**src/rsqr_cfg.svh**
```systemverilog
// Purpose: constants for the runtime status query responder
// Assumes: byte offsets on a 32-bit AHB-Lite slave
// Notes:   field ranges are used as vector[`NAME]
`ifndef RSQR_CFG_SVH
`define RSQR_CFG_SVH
`define RSQR_OFF_QUERY   8'h00
`define RSQR_OFF_REPLY   8'h04
`define RSQR_OFF_REPLYHI 8'h08
`define RSQR_OFF_RSTAT   8'h0C
`define RSQR_OFF_CTRL    8'h10
`define RSQR_OFF_FLAGS   8'h14
`define RSQR_OFF_HALL    8'h18
`define RSQR_Q_CODE      7:0
`define RSQR_Q_ARG       15:8
`define RSQR_Q_INDEX     31:16
`define RSQR_CTRL_HALL120 0
`define RSQR_CTRL_RADIO   1
`define RSQR_CODE_FLAGS  8'h14
`define RSQR_CODE_HALL   8'h31
`define RSQR_CODE_NODE   8'h46
`define RSQR_CODE_RADIO  8'h21
`define RSQR_CODE_LOCK   8'h1D
`define RSQR_CODE_CMD    8'h01
`define RSQR_CODE_AMPS   8'h25
`define RSQR_CODE_TAPE   8'h29
`define RSQR_CODE_MARK   8'h2B
`define RSQR_IDX_FLAGS   16'h2111
`define RSQR_IDX_HALL    16'h2123
`define RSQR_IDX_RADIO   16'h211A
`define RSQR_IDX_CMD     16'h2101
`define RSQR_IDX_AMPS    16'h211C
`define RSQR_IDX_TAPE    16'h211D
`define RSQR_IDX_MARK    16'h211F
`define RSQR_MOTORS      2
`define RSQR_PULSE_IN    2
`define RSQR_RADIO_CH    6
`define RSQR_RADIO_W     11
`define RSQR_NODE_MAX    127
`define RSQR_HALL_RST    6'h3F
`endif

```
**src/rsqr_pkg.sv**
```systemverilog
// Purpose: types for the runtime status query responder
// Assumes: nothing
// Notes:   query kinds after code or object index decode
package rsqr_pkg;
   typedef enum logic [3:0] {K_NONE, K_FLAGS, K_HALL, K_NODE, K_RADIO, K_LOCK,
                             K_CMD, K_AMPS, K_TAPE, K_MARK} rsqr_kind_t;
   typedef enum logic {ST_IDLE, ST_EVAL} rsqr_state_t;
endpackage

```
**src/rsqr_top.sv**
```systemverilog
// Purpose: answers runtime status queries over AHB-Lite
// Assumes: one clock, hresetn async active low, 2 motors, 2 pulse inputs
// Notes:   a write to QUERY is answered one cycle after it lands
//
// Design decisions made here: the AHB-Lite slave port and the register addresses.
`include "rsqr_cfg.svh"
module rsqr_top (
   input  wire logic        hclk,
   input  wire logic        hresetn,
   input  wire logic        hsel,
   input  wire logic [31:0] haddr,
   input  wire logic [1:0]  htrans,
   input  wire logic        hwrite,
   input  wire logic [2:0]  hsize,
   input  wire logic        hready,
   input  wire logic [31:0] hwdata,
   output logic      [31:0] hrdata,
   output logic             hreadyout,
   output logic             hresp,
   input  wire logic        serial_mode,
   input  wire logic        pulse_mode,
   input  wire logic        analog_mode,
   input  wire logic        radio_mode,
   input  wire logic        power_off,
   input  wire logic        stall_det,
   input  wire logic        at_limit,
   input  wire logic        script_run,
   input  wire logic        tuning_mode,
   input  wire logic [1:0]  hall_input_a,
   input  wire logic [1:0]  hall_input_b,
   input  wire logic [1:0]  hall_input_c,
   input  wire logic [127:0] node_alive,
   input  wire logic [65:0] radio_raw,
   input  wire logic        radio_link_ok,
   input  wire logic        config_locked,
   input  wire logic [63:0] applied_cmd,
   input  wire logic [63:0] vec_current,
   input  wire logic        multi_sensor,
   input  wire logic [1:0]  tape_det,
   input  wire logic [3:0]  tape_mark
);
   import rsqr_pkg::*;

   // Code or field-bus index both select a query kind
   function automatic rsqr_kind_t decode_kind(input logic [7:0] code, input logic [15:0] idx);
      rsqr_kind_t k;
      k = K_NONE;
      case (code)
         `RSQR_CODE_FLAGS: k = K_FLAGS;
         `RSQR_CODE_HALL:  k = K_HALL;
         `RSQR_CODE_NODE:  k = K_NODE;
         `RSQR_CODE_RADIO: k = K_RADIO;
         `RSQR_CODE_LOCK:  k = K_LOCK;
         `RSQR_CODE_CMD:   k = K_CMD;
         `RSQR_CODE_AMPS:  k = K_AMPS;
         `RSQR_CODE_TAPE:  k = K_TAPE;
         `RSQR_CODE_MARK:  k = K_MARK;
         8'h00:
         begin
            case (idx)
               `RSQR_IDX_FLAGS: k = K_FLAGS;
               `RSQR_IDX_HALL:  k = K_HALL;
               `RSQR_IDX_RADIO: k = K_RADIO;
               `RSQR_IDX_CMD:   k = K_CMD;
               `RSQR_IDX_AMPS:  k = K_AMPS;
               `RSQR_IDX_TAPE:  k = K_TAPE;
               `RSQR_IDX_MARK:  k = K_MARK;
               default:         k = K_NONE;
            endcase
         end
         default: k = K_NONE;
      endcase
      return k;
   endfunction

   // Valid hall combinations depend on sensor spacing
   function automatic logic hall_valid(input logic [2:0] c, input logic sp120);
      return sp120 ? (c != 3'h0 && c != 3'h7) : (c != 3'h2 && c != 3'h5);
   endfunction

   logic        wr_ff;
   logic [7:0]  addr_ff;
   logic [31:0] hrdata_ff;
   logic        hreadyout_ff;
   logic        hresp_ff;
   logic [31:0] query_ff;
   logic [1:0]  ctrl_ff;
   logic [63:0] reply_ff;
   logic [63:0] nxt_reply;
   logic        rej_ff;
   logic        nxt_rej;
   logic        done_ff;
   rsqr_state_t st_ff;
   logic [5:0]  h_meta_ff;
   logic [5:0]  h_sync_ff;
   logic [2:0]  hall_code [2];
   logic [1:0]  hall_ok;
   logic [15:0] flags;
   logic [31:0] rd_mux;
   rsqr_kind_t  kind;
   logic [7:0]  arg;
   logic        acc;

   assign hrdata    = hrdata_ff;
   assign hreadyout = hreadyout_ff;
   assign hresp     = hresp_ff;
   assign acc       = hsel & hready & htrans[1];
   assign kind      = decode_kind(query_ff[`RSQR_Q_CODE], query_ff[`RSQR_Q_INDEX]);
   assign arg       = query_ff[`RSQR_Q_ARG];

   // Hall pins are asynchronous; reset to high so an open input reads 7
   always_ff @(posedge hclk or negedge hresetn)
   begin
      if (!hresetn)
      begin
         h_meta_ff <= `RSQR_HALL_RST;
         h_sync_ff <= `RSQR_HALL_RST;
      end
      else
      begin
         h_meta_ff <= {hall_input_c, hall_input_b, hall_input_a};
         h_sync_ff <= h_meta_ff;
      end
   end

   // Per-channel hall code and its validity
   for (genvar g = 0; g < `RSQR_MOTORS; g++)
   begin : g_hall
      assign hall_code[g] = {h_sync_ff[4+g], h_sync_ff[2+g], h_sync_ff[g]};
      assign hall_ok[g]   = hall_valid(hall_code[g], ctrl_ff[`RSQR_CTRL_HALL120]);
   end

   // Status word; radio variant shifts the power-stage group up one bit
   always_comb
   begin
      flags = 16'h0000;
      flags[0] = serial_mode;
      flags[1] = pulse_mode;
      flags[2] = analog_mode;
      if (ctrl_ff[`RSQR_CTRL_RADIO])
      begin
         flags[3] = radio_mode;
         flags[4] = power_off;
         flags[5] = stall_det;
         flags[6] = at_limit;
      end
      else
      begin
         flags[3] = power_off;
         flags[4] = stall_det;
         flags[5] = at_limit;
         flags[6] = 1'b0;
      end
      flags[7] = script_run;
      flags[8] = tuning_mode;
   end

   // Register read mux; config reads blank while locked
   always_comb
   begin
      case (haddr[7:0])
         `RSQR_OFF_QUERY:   rd_mux = query_ff;
         `RSQR_OFF_REPLY:   rd_mux = reply_ff[31:0];
         `RSQR_OFF_REPLYHI: rd_mux = reply_ff[63:32];
         `RSQR_OFF_RSTAT:   rd_mux = {query_ff[`RSQR_Q_INDEX], query_ff[`RSQR_Q_CODE], 5'h00,
                                      config_locked, rej_ff, done_ff};
         `RSQR_OFF_CTRL:    rd_mux = config_locked ? 32'h0 : {30'h0, ctrl_ff};
         `RSQR_OFF_FLAGS:   rd_mux = {16'h0, flags};
         `RSQR_OFF_HALL:    rd_mux = {22'h0, hall_ok, 1'b0, hall_code[1], 1'b0, hall_code[0]};
         default:           rd_mux = 32'h0;
      endcase
   end

   // AHB-Lite: zero wait states, read data registered at address phase
   always_ff @(posedge hclk or negedge hresetn)
   begin
      if (!hresetn)
      begin
         wr_ff        <= 1'b0;
         addr_ff      <= 8'h00;
         hrdata_ff    <= 32'h0;
         hreadyout_ff <= 1'b0;
         hresp_ff     <= 1'b0;
      end
      else
      begin
         wr_ff        <= acc & hwrite;
         addr_ff      <= haddr[7:0];
         hrdata_ff    <= (acc & ~hwrite) ? rd_mux : 32'h0;
         hreadyout_ff <= 1'b1;
         hresp_ff     <= 1'b0;
      end
   end

   // Control register steers hall spacing and flag layout
   always_ff @(posedge hclk or negedge hresetn)
   begin
      if (!hresetn)
         ctrl_ff <= 2'h0;
      else if (wr_ff && addr_ff == `RSQR_OFF_CTRL)
         ctrl_ff <= hwdata[1:0];
   end

   // Query capture and evaluation sequence
   always_ff @(posedge hclk or negedge hresetn)
   begin
      if (!hresetn)
      begin
         query_ff <= 32'h0;
         st_ff    <= ST_IDLE;
         done_ff  <= 1'b0;
         rej_ff   <= 1'b0;
         reply_ff <= 64'h0;
      end
      else if (wr_ff && addr_ff == `RSQR_OFF_QUERY)
      begin
         query_ff <= hwdata;
         st_ff    <= ST_EVAL;
         done_ff  <= 1'b0;
      end
      else
      begin
         case (st_ff)
            ST_EVAL:
            begin
               reply_ff <= nxt_reply;
               rej_ff   <= nxt_rej;
               done_ff  <= 1'b1;
               st_ff    <= ST_IDLE;
            end
            default: st_ff <= ST_IDLE;
         endcase
      end
   end

   // Answer for the captured query; rejects answer zero
   always_comb
   begin
      nxt_reply = 64'h0;
      nxt_rej   = 1'b0;
      case (kind)
         K_FLAGS: nxt_reply[15:0] = flags;
         K_HALL:
         begin
            if (arg == 8'h00)
               nxt_reply[15:0] = {5'h00, hall_code[1], 5'h00, hall_code[0]};
            else if (arg <= 8'(`RSQR_MOTORS))
               nxt_reply[2:0] = hall_code[arg[0] ? 0 : 1];
            else
               nxt_rej = 1'b1;
         end
         K_NODE:
         begin
            if (arg != 8'h00 && arg <= 8'(`RSQR_NODE_MAX))
               nxt_reply[0] = node_alive[arg[6:0]];
            else
               nxt_rej = 1'b1;
         end
         K_RADIO:
         begin
            if (arg != 8'h00 && arg <= 8'(`RSQR_RADIO_CH))
               nxt_reply[10:0] = radio_link_ok ? radio_raw[7'(arg - 8'h01) * 7'd11 +: 11] : 11'h0;
            else
               nxt_rej = 1'b1;
         end
         K_LOCK: nxt_reply[0] = config_locked;
         K_CMD:
         begin
            if (arg == 8'h00)
               nxt_reply = applied_cmd;
            else if (arg <= 8'(`RSQR_MOTORS))
               nxt_reply[31:0] = applied_cmd[(arg[0] ? 0 : 32) +: 32];
            else
               nxt_rej = 1'b1;
         end
         K_AMPS:
         begin
            if (arg != 8'h00 && arg <= 8'(2 * `RSQR_MOTORS))
               nxt_reply = 64'(signed'(vec_current[6'(arg - 8'h01) * 6'd16 +: 16]));
            else
               nxt_rej = 1'b1;
         end
         K_TAPE:
         begin
            if (!multi_sensor && arg <= 8'h01)
               nxt_reply[0] = |tape_det;
            else if (multi_sensor && arg == 8'h00)
               nxt_reply[15:0] = {7'h00, tape_det[1], 7'h00, tape_det[0]};
            else if (multi_sensor && arg <= 8'(`RSQR_PULSE_IN))
               nxt_reply[0] = tape_det[arg[0] ? 0 : 1];
            else
               nxt_rej = 1'b1;
         end
         K_MARK:
         begin
            if (!multi_sensor && (arg == 8'h01 || arg == 8'h02))
               nxt_reply[0] = arg[0] ? (tape_mark[0] | tape_mark[2]) : (tape_mark[1] | tape_mark[3]);
            else if (multi_sensor && arg != 8'h00 && arg <= 8'(2 * `RSQR_PULSE_IN))
               nxt_reply[0] = tape_mark[2'(arg - 8'h01)];
            else
               nxt_rej = 1'b1;
         end
         default: nxt_rej = 1'b1;
      endcase
   end
endmodule // rsqr_top

```
**config.mk**
```make
export PLATFORM = sky130hd
export DESIGN_NAME = rsqr_top
export DESIGN_NICKNAME = d
export VERILOG_FILES = /design/src/rsqr_pkg.sv /design/src/rsqr_top.sv
export VERILOG_INCLUDE_DIRS = /design/src
export SDC_FILE = /design/constraint.sdc
export NUM_CORES = 1
export LEC_CHECK = 0
export ABC_AREA = 1
export CORE_MARGIN = 2
export CORE_UTILIZATION = 47
export CTS_CLUSTER_SIZE = 25
export DETAILED_ROUTE_END_ITERATION = 16
export DONT_BUFFER_PORTS = 1
export GPL_ROUTABILITY_DRIVEN = 0
export PLACE_DENSITY = 0.63
export SLEW_MARGIN = 10
export SYNTH_ARGS = -nofsm -noshare
export SYNTH_HDL_FRONTEND = slang
export SYNTH_SLANG_ARGS = --single-unit
```
**constraint.sdc**
```tcl
create_clock -name hclk -period 6 [get_ports hclk]
set_input_delay 0.3 -clock hclk [delete_from_list [all_inputs] [get_ports hclk]]
set_output_delay 0.3 -clock hclk [all_outputs]
set_load 0.005 [all_outputs]
```
Word level (Yosys, flattened, before mapping)
Index checks and enable logic that the tools add are counted.
- register bits: 155
- latch bits: 0
- bits in writable memories: 0
- bits in read-only memories: 0
- bits of input ports: 420
- output and inout bits: 34
- word-level logic and storage cells: 160
- memories: 0
- add/sub/neg operators: 1
- multipliers: 1
- div/mod/pow operators: 0
- magnitude comparators: 9
- equality and inequality tests: 40
- shifts and indexed selects: 3
- multiplexer cells: 56
- bitwise gates (word level): 9
- reductions and logical operators: 29
- operators with widths (kind ; number):
    32-bit case mux with 7 select lines ; 1
    32-bit two-way mux ; 4
    16-bit by 14-bit == test with 1-bit output, second input constant ; 7
    48-bit case mux with 2 select lines ; 1
    66-bit by 8-bit variable part select with 11-bit output ; 1
    64-bit two-way mux ; 1
    64-bit by 7-bit variable part select with 16-bit output ; 1
    64-bit by 7-bit variable part select with 32-bit output ; 1
    10-bit case mux with 6 select lines ; 1
    8-bit by 5-bit == test with 1-bit output, second input constant ; 6
    8-bit by 6-bit == test with 1-bit output, second input constant ; 5
    4-bit case mux with 10 select lines ; 1
    32-bit by 2-bit greater-or-equal comparator with 1-bit output, second input constant ; 1
    8-bit logical NOT ; 4
    32-bit NOT ; 1
    1-bit two-way mux ; 28
    4-bit case mux with 7 select lines ; 1
    8-bit two-way mux ; 3
    11-bit two-way mux ; 2
    5-bit case mux with 4 select lines ; 1
    4-bit by 3-bit == test with 1-bit output, second input constant ; 4
    8-bit by 1-bit == test with 1-bit output, second input constant ; 2
    8-bit by 4-bit == test with 1-bit output, second input constant ; 2
    8-bit by 3-bit <= comparator with 1-bit output, second input constant ; 2
    35 further kinds ; 67

Depth between registers and ports, before layout
Gate-level depths: netlist of the first run.
- word-level depth: 8
- mapped depth: 32

Worst setup path after synthesis of the first run
OpenSTA, ideal clock, no wires.
- kind: reg2reg
- from: register query_ff[8]
- to: register reply_ff[8]
- arrival time: 4403 ps
- data required time: 5883 ps
- slack: 1480 ps
- stages on the path, launching flop included: 28
- path buffers: 8
- path through: dfrtp_1 > buf_4 > inv_2 > buf_4 > buf_6 > buf_4 > buf_2 > buf_2 > ha_1 > inv_2 > buf_1 > ha_1 > inv_1 > fa_1 > inv_1 > ha_1 > xor2_1 > nor2_1 > clkbuf_1 > nand3_1 > nand3_1 > nand2_1 > nand3_1 > nor2_1 > nor2_1 > nand2_1 > nand2_1 > nand2_1
- longest elaborated chain between the ends: 6
- elaborated cells on any way between the ends: 25
- ends and longest elaborated chain (what ; line ; source):
    from (decl) ; rsqr_top.sv:86 ; logic [31:0] query_ff;
    from (signal assigned) ; rsqr_top.sv:217 ; query_ff <= hwdata;
    7-bit by 1-bit subtractor with 7-bit output ; rsqr_top.sv:279 ; nxt_reply = 64'(signed'(vec_current[6'(arg - 8'h01) * 6'd16 +: 16]));
    7-bit by 4-bit multiplier with 7-bit output ; rsqr_top.sv:262 ; nxt_reply[10:0] = radio_link_ok ? radio_raw[7'(arg - 8'h01) * 7'd11 +: 11] : 11'h0;
    66-bit by 8-bit variable part select with 11-bit output ; rsqr_top.sv:262 ;
    11-bit two-way mux ; rsqr_top.sv:262 ;
    11-bit two-way mux ; rsqr_top.sv:261 ; if (arg != 8'h00 && arg <= 8'(`RSQR_RADIO_CH))
    10-bit case mux with 6 select lines * ; rsqr_top.sv:241 ; case (kind)
    to (signal assigned) ; rsqr_top.sv:226 ; reply_ff <= nxt_reply;
    to (decl) ; rsqr_top.sv:88 ; logic [63:0] reply_ff;
Every way passes the cells marked *; elsewhere a longest branch is shown, timed or not.
A chain may end at the register's enable or synchronous reset.

Worst setup path after layout of the first run
- from: register query_ff[8]
- to: register reply_ff[0]
- longest elaborated chain between the ends: 8
- elaborated cells on any way between the ends: 52
- ends and longest elaborated chain (what ; line):
    branches (longest 7 deep; another with 7-bit by 1-bit subtractor with 7-bit output) ; --
    1-bit case mux with 9 select lines * ; rsqr_top.sv:241
Mark *: on every way between the ends. The select of a mux whose other input is x is not followed.

==> flow_metrics.py, run 1 <==
metrics = {
    "clocking": {
        "worstSkewPairLatency_ns": 0.44,
        "cts_tree": "done",
        "clockBufferDepth": 2,
        "clk_pin_slew_worst_paths_ns": 0.06,
        "htree_levels": 4,
        "cts_sinks": 155,
        "cts_buffers": 17,
        "root_buffer": "clkbuf_16",
    },
    "hold_path": {
        "hp-class": "in2reg",
        "holdPathEnd": "query_ff[11]",
        "hold_depth": 2,
        "min-delay-start": "hwdata[11]",
    },
    "worst_setup_path": {
        "cp_slowest_cell": "fa_1",
        "critPathLaunch": "query_ff[8]",
        "worst_r2r_path_depth": 20,
        "r2r_start": "query_ff[8]",
        "crit_top_cell": "nand2_1",
        "critPathCaptureType": "flop",
        "reg2reg_slack_ns": 0.63,
        "cp_max_fo": 44,
        "slowest_delay_ns": 0.92,
        "path_cells": "inv_4 > ha_1 > inv_2 > ha_1 > ha_1 > fa_1 > inv_1 > buf_4 > nor2_1 > inv_1 > nor2_1 > nor2_1 > nand2_1 > nand3_1 > nand3_1 > nand2_1 > inv_1 > nand2_1 > nand2_1 > nand2_1",
        "critPathRequiredTime_ns": 6.33,
        "r2r_end": "reply_ff[0]",
        "crit_family": "adder cells",
        "cp_data_arrival_time_ns": 5.70,
        "path_buf_inv": 6,
        "crit_type": "reg2reg",
        "startpoint_type": "flop",
    },
    "drt": {
        "postRouteAntennaNets": 0,
        "post_drt_wl_per_cell_um": 19.4,
        "drt-pass1-iter-count": 7,
        "vias_per_cell": 5.74,
        "vias": 15000,
        "drt-initial-drc-count": 1651,
        "drc": 0,
        "drt_wl_total_mm": 50.9,
    },
    "synth": {
        "async_flop_share_pct": 100,
        "synth-xor-area-share_pct": 0.382,
        "synth-simple-area-share_pct": 40.9,
        "synth-compound-area-share_pct": 16.8,
        "synthesis.nets": 2695,
        "synth_enable_flop_cells": 0,
        "synthFlopType": "dfrtp_1",
        "ys_ff_latch": 155,
        "synth_top_family_by_area": "simple AND/OR/NAND/NOR gates",
        "syn_avg_cell_area_um2": 6.08,
        "ys_types": 54,
        "syn-cell-area_mm2": 0.0137,
        "synth-warning-count": 0,
        "synth.area.mux_share_pct": 0.537,
        "syn_inst": 2261,
        "yosysSeqAreaShare_pct": 28.3,
        "synthAdderAreaFrac_pct": 1.44,
    },
    "timing": {
        "slew-limit-headroom_pct": 29.6,
        "tightest_slew_ns": 1.06,
        "whs_ns": 0.0120,
        "finalSetupTns_ns": 0,
        "hold_violations": 0,
        "slew_violations": 0,
        "min_period_over_period_pct": 89.5,
        "setup_viol": 0,
        "max_freq_ghz": 0.186,
        "skew_ns": 0.00903,
        "finalCriticalPeriod_ns": 5.37,
        "rsz0062_at_grt": "no",
    },
    "die": {
        "die-area_mm2": 0.0306,
        "die_w_um": 175,
        "coreArea_mm2": 0.0288,
        "fp.dieH_um": 175,
        "row_count": 62,
        "start_util_pct": 47.7,
        "ios": 454,
    },
    "layout": {
        "area_delta_synth_final_pct": 7.86,
        "fin_util_pct": 51.5,
        "drive_above_1_share_pct": 8.73,
        "diodes": 0,
        "instances_no_fill": 2617,
        "final_nets": 2655,
    },
    "grt": {
        "grt_pass1_vias": 14300,
        "grt_pass1_wl_mm": 78.3,
        "grt-ovfl-total": 0,
        "grt_start_max_net_pins": 156,
        "antenna_found_initial": 4,
        "grt.total_usage_pct": 32.9,
    },
    "placed_design": {
        "dpl.cell_count": 2539,
        "dp_hpwl_mm": 38.5,
        "io_buffers": 0,
    },
    "power": {
        "power_density_mw_per_mm2": 177,
        "p_total_mw": 2.62,
        "p_leak_nw": 7.23,
        "peakVddDrop_v": 0.000191,
    },
    "flow_run": {
        "drv_cap": 0,
    },
    "run_status": {
        "outcome": "complete, no violations",
    },
}
cells by family (layout without fill, tap and decap cells):
family	count (synthesis)	in the layout
buffers and inverters	382	354
AOI/OAI and AO/OA	388	388
xor gates and xnor gates	6	6
and+or+nand+nor	1307	1307
other	2	2
DFF	155	155
muxes	7	7
adders and majority gates	14	14
metal layers:
| metal | share of wire [%] | GRT usage, % | routed length [um] | up-vias |
|---|---|---|---|---|
| li1 | - | - | - | 7208 |
| met5 | 0.096 | 0 | 49 | - |
| met4 | 3.3 | 11.4 | 1670 | 8 |
| met3 | 9.9 | 9.14 | 5060 | 116 |
| met2 | 44 | 51.0 | 22500 | 770 |
| met1 | 42 | 44.2 | 21600 | 6931 |
sequential cells by signal (all words and copies together), names as in the netlist:
| name | count |
|---|---|
| done_ff | 1 |
| h_sync_ff | 6 |
| st_ff | 1 |
| h_meta_ff | 6 |
| hreadyout | 1 |
| reply_ff | 64 |
| rej_ff | 1 |
| wr_ff | 1 |
| addr_ff | 8 |
| ctrl_ff | 2 |
| hrdata | 32 |
| query_ff | 32 |
worst register-to-register path, delay by kind of cell, from the launching register on:
family	cells	cell delay, ns
buf+inv	6	1.40
simple gates	10	1.31
fa+ha+maj	4	1.91
flops	1	0.62
cells in the final DEF, fill, tap and decap left out, types with 13 or more instances in the layout:
cell           instances
a21oi_1              104
a21oi_2               34
buf_4                 18
clkbuf_16             17
dfrtp_1              142
dlygate4sd3_1         46
inv_1                236
inv_2                 18
nand2_1              705
nand3_1              265
nor2_1               222
nor2_2                13
nor3_1                25
o211ai_1              30
o21ai_0              141
o22ai_1               34
or2_2                 32
where the power goes:
group | total [mW] | leakage [nW] | internal (mW) | switching (mW)
Clock | 1.06 | 0.275 | 0.613 | 0.451
Sequential | 1.08 | 1.64 | 1.07 | 0.0166
Combinational | 0.474 | 5.31 | 0.158 | 0.317
stage by stage:
stage          area, um2  setup WS [ns]
2_1_floorplan      13700           1.48
3_3_place_gp       13800          0.865
3_5_place_dp       13800          0.782
4_1_cts            14800          0.757
5_1_grt            14800          0.233
6_report           14800          0.628
synth_stat cells, types with 4 or more instances:
cell type    n  area share, %
a21oi_1    104            3.8
a21oi_2     34            2.2
a221oi_1     4           0.25
a22oi_2      5           0.46
a31oi_1      8           0.36
a41oi_1      9           0.57
buf_1       16           0.44
buf_2       51            1.9
buf_4        9           0.49
buf_6        6           0.49
clkbuf_1    42            1.1
dfrtp_1    143             26
dfstp_2     12            2.3
ha_1        11            1.0
inv_1      236            6.4
inv_2       19           0.52
mux2i_1      4           0.29
nand2_1    705             19
nand2_2      7           0.32
nand3_1    265            9.7
nand3_2      4           0.29
nand3b_1     5           0.27
nand4_1     12           0.55
nor2_1     222            6.1
nor2_2      14           0.64
nor2_4       5           0.41
nor3_1      25           0.91
o211ai_1    30            1.6
o21ai_0    141            5.1
o21ai_1      9           0.33
o22ai_1     34            1.5
or2_2       32            1.5
xor2_1       4           0.25
how the worst max path moves through the flow:
stage / slack (ns) / cells after the start / end
final: 0.63 / 20 / reply_ff[0]
after global routing: 0.23 / 20 / reply_ff[0]
after CTS: 0.76 / 20 / reply_ff[0]
after detailed placement: 0.78 / 20 / reply_ff[0]
after global placement: 0.87 / 20 / reply_ff[0]
after floorplan: 1.48 / 27 / reply_ff[8]
layout make-up:
| cell class | count | area (um2) |
|---|---|---|
| clock buffers | 22 | 484 |
| well taps | 384 | 480 |
| multi-input cells | 1724 | 8270 |
| repair buffers | 65 | 623 |
| clock inverters | 9 | 88.8 |
| fillers | 3021 | 14000 |
| flip-flops and latches | 155 | 3900 |
| inverters | 258 | 973 |
what timing repair did:
action,4_1_cts,5_1_grt
buffers inserted,0,0
resized for setup,0,0
endpoints found under the hold margin,196,4
hold buffers,43,4
endpoints found under the setup margin,0,0
Note: power is estimated with default switching activity, not from simulation.
==> run 2: changes to the inputs <==
==> constraint.sdc (replaced) <==
create_clock -name hclk -period 6 [get_ports hclk]
set_input_delay 0.6 -clock hclk [delete_from_list [all_inputs] [get_ports hclk]]
set_output_delay 0.6 -clock hclk [all_outputs]
set_load 0.005 [all_outputs]
==> run 2 against run 1 <==
  * Design area down 2.8%
  * Hold slack better by 0.13 ns
  * Power about the same
  * Worst setup slack better by 0.028 ns
  * Cell count down 1.6%
  * Core utilization down 1.5 points
  * Via count down 1.3%
  * Global-route usage down 0.61 points
  * Sequential power about the same
  * Combinational power down 5.3%
  * Highest routed layer unchanged
==> flow_metrics.py, run 2 (synthesized netlist as in run 1, its figures left out) <==
metrics = {
    "clocking": {
        "cts_buffers": 17,
        "cts_resized": 0,
        "worstSkewPairLatency_ns": 0.44,
        "root_buffer": "clkbuf_16",
        "htree_levels": 4,
        "cts_tree": "done",
        "clockBufferDepth": 2,
        "clk_pin_slew_worst_paths_ns": 0.07,
        "cts_sinks": 155,
        "cts_setup_buffers": 0,
    },
    "worst_setup_path": {
        "path_cells": "inv_4 > ha_1 > inv_2 > ha_1 > ha_1 > fa_1 > inv_1 > buf_4 > nor2_1 > inv_1 > nor2_1 > nor2_1 > nand2_1 > nand3_1 > nand3_1 > nand2_1 > inv_1 > nand2_1 > nand2_1 > nand2_1",
        "cp_max_fo": 38,
        "crit_family": "adder cells",
        "crit_top_cell": "nand2_1",
        "critPathCaptureType": "flop",
        "startpoint_type": "flop",
        "slowest_delay_ns": 1.11,
        "crit_type": "reg2reg",
        "cp_data_arrival_time_ns": 5.67,
        "cp_slowest_cell": "fa_1",
        "critPathRequiredTime_ns": 6.33,
        "path_buf_inv": 6,
    },
    "power": {
        "power_density_mw_per_mm2": 182,
        "peakVddDrop_v": 0.000191,
        "p_leak_nw": 7.06,
    },
    "die": {
        "row_count": 62,
        "die-area_mm2": 0.0306,
        "fp.dieH_um": 175,
        "ios": 454,
        "die_w_um": 175,
        "start_util_pct": 47.7,
        "coreArea_mm2": 0.0288,
    },
    "timing": {
        "slew-limit-headroom_pct": 30.3,
        "tightest_slew_ns": 1.04,
        "slew_violations": 0,
        "finalSetupTns_ns": 0,
        "setup_viol": 0,
        "rsz0062_at_grt": "no",
        "whs_ns": 0.141,
        "finalCriticalPeriod_ns": 5.34,
        "max_freq_ghz": 0.187,
        "hold_violations": 0,
        "skew_ns": 0.0142,
        "min_period_over_period_pct": 89.1,
    },
    "drt": {
        "drt_wl_total_mm": 50.4,
        "drc": 0,
        "drt-initial-drc-count": 1643,
        "vias_per_cell": 5.76,
        "vias": 14800,
        "post_drt_wl_per_cell_um": 19.6,
        "drt-pass1-iter-count": 8,
        "postRouteAntennaNets": 0,
    },
    "grt": {
        "grt_start_max_net_pins": 172,
        "grt-ovfl-total": 0,
        "grt.total_usage_pct": 32.3,
        "grt_pass1_vias": 13700,
        "antenna_found_initial": 4,
        "grt_pass1_wl_mm": 76.8,
    },
    "layout": {
        "final_nets": 2610,
        "layout_commonest_cell": "nand2_1",
        "fillers": 3042,
        "final_cell_mix": "nand2_1 (705), nand3_1 (265), inv_1 (236)",
        "area_delta_synth_final_pct": 4.81,
        "largest_reg_flops": 64,
        "largest_register": "reply_ff",
        "drive_above_1_share_pct": 9.00,
    },
    "hold_path": {
        "hp-class": "in2async",
    },
    "run_status": {
        "outcome": "complete, no violations",
    },
    "flow_run": {
        "drv_cap": 0,
    },
    "placed_design": {
        "io_buffers": 0,
        "dp_hpwl_mm": 38.2,
    },
}
-- run 2: changes by cell type in the layout (fill, tap and decap cells not counted), sizes merged --
cell | before | now
diode | 0 | 1
dlygate4sd3 | 46 | 1
clkinvlp | 3 | 0
bufinv | 1 | 0
inv | 257 | 267
clkbuf | 22 | 17
-- run 2: final cells by class --
cell class | instances | area (um2) | area share [%]
Sequential cell | 155 | 3900 | 27.1
Multi-Input combinational cell | 1724 | 8270 | 57.4
Inverter | 258 | 973 | 6.76
Timing Repair Buffer | 20 | 185 | 1.29
Clock inverter | 15 | 164 | 1.14
Antenna cell | 1 | 2.50 | 0.0174
Tap cell | 384 | 480 | 3.34
Clock buffer | 17 | 425 | 2.95
-- run 2: power by group --
part	internal [mW]	switching (mW)
clock	0.563	0.528
sequential	1.06	0.0161
combinational	0.138	0.311
total	1.77	0.855
-- run 2: repair_timing --
action | CTS | global route
hold endpoints to repair | 143 | 12
hold buffers | 1 | 1
setup endpoints to repair | 0 | 0
-- run 2: layer usage --
metal / routed length [um] / global-route usage, %
met1: 21300 / 44.0
met3: 5060 / 8.49
met4: 1880 / 11.8
met5: 48 / 0
met2: 22100 / 49.4
-- run 2: through the flow --
step / util (%) / instance area, um2 / setup slack [ns] / std cells / power, mW
CTS: 50.0 / 14400 / 0.795 / 2572 / 2.62
global route: 50.0 / 14400 / 0.362 / 2573 / 2.73
detailed placement: 47.9 / 13800 / 0.812 / 2539 / 1.52
finish: 50.0 / 14400 / 0.656 / 2574 / 2.62
global placement: 47.9 / 13800 / 0.867 / 2539 / 1.51
floorplan: - / 13700 / 1.48 / 2261 / 1.42
-- run 2: path summary, 6_finish.rpt --
check | startpoint | end | depth (start not counted) | slack (ns)
worst max-delay path | query_ff[8] | reply_ff[0] | 20 | 0.66
worst min-delay path | hresetn | query_ff[8] | 1 | 0.14
worst max register to register | query_ff[8] | reply_ff[0] | 20 | 0.66
worst min register to register | h_meta_ff[3] | h_sync_ff[3] | 0 | 0.36
max in group asynchronous | hresetn | h_sync_ff[0] | 1 | 4.92
min in group hclk | hall_input_c[0] | h_meta_ff[4] | 0 | 0.15
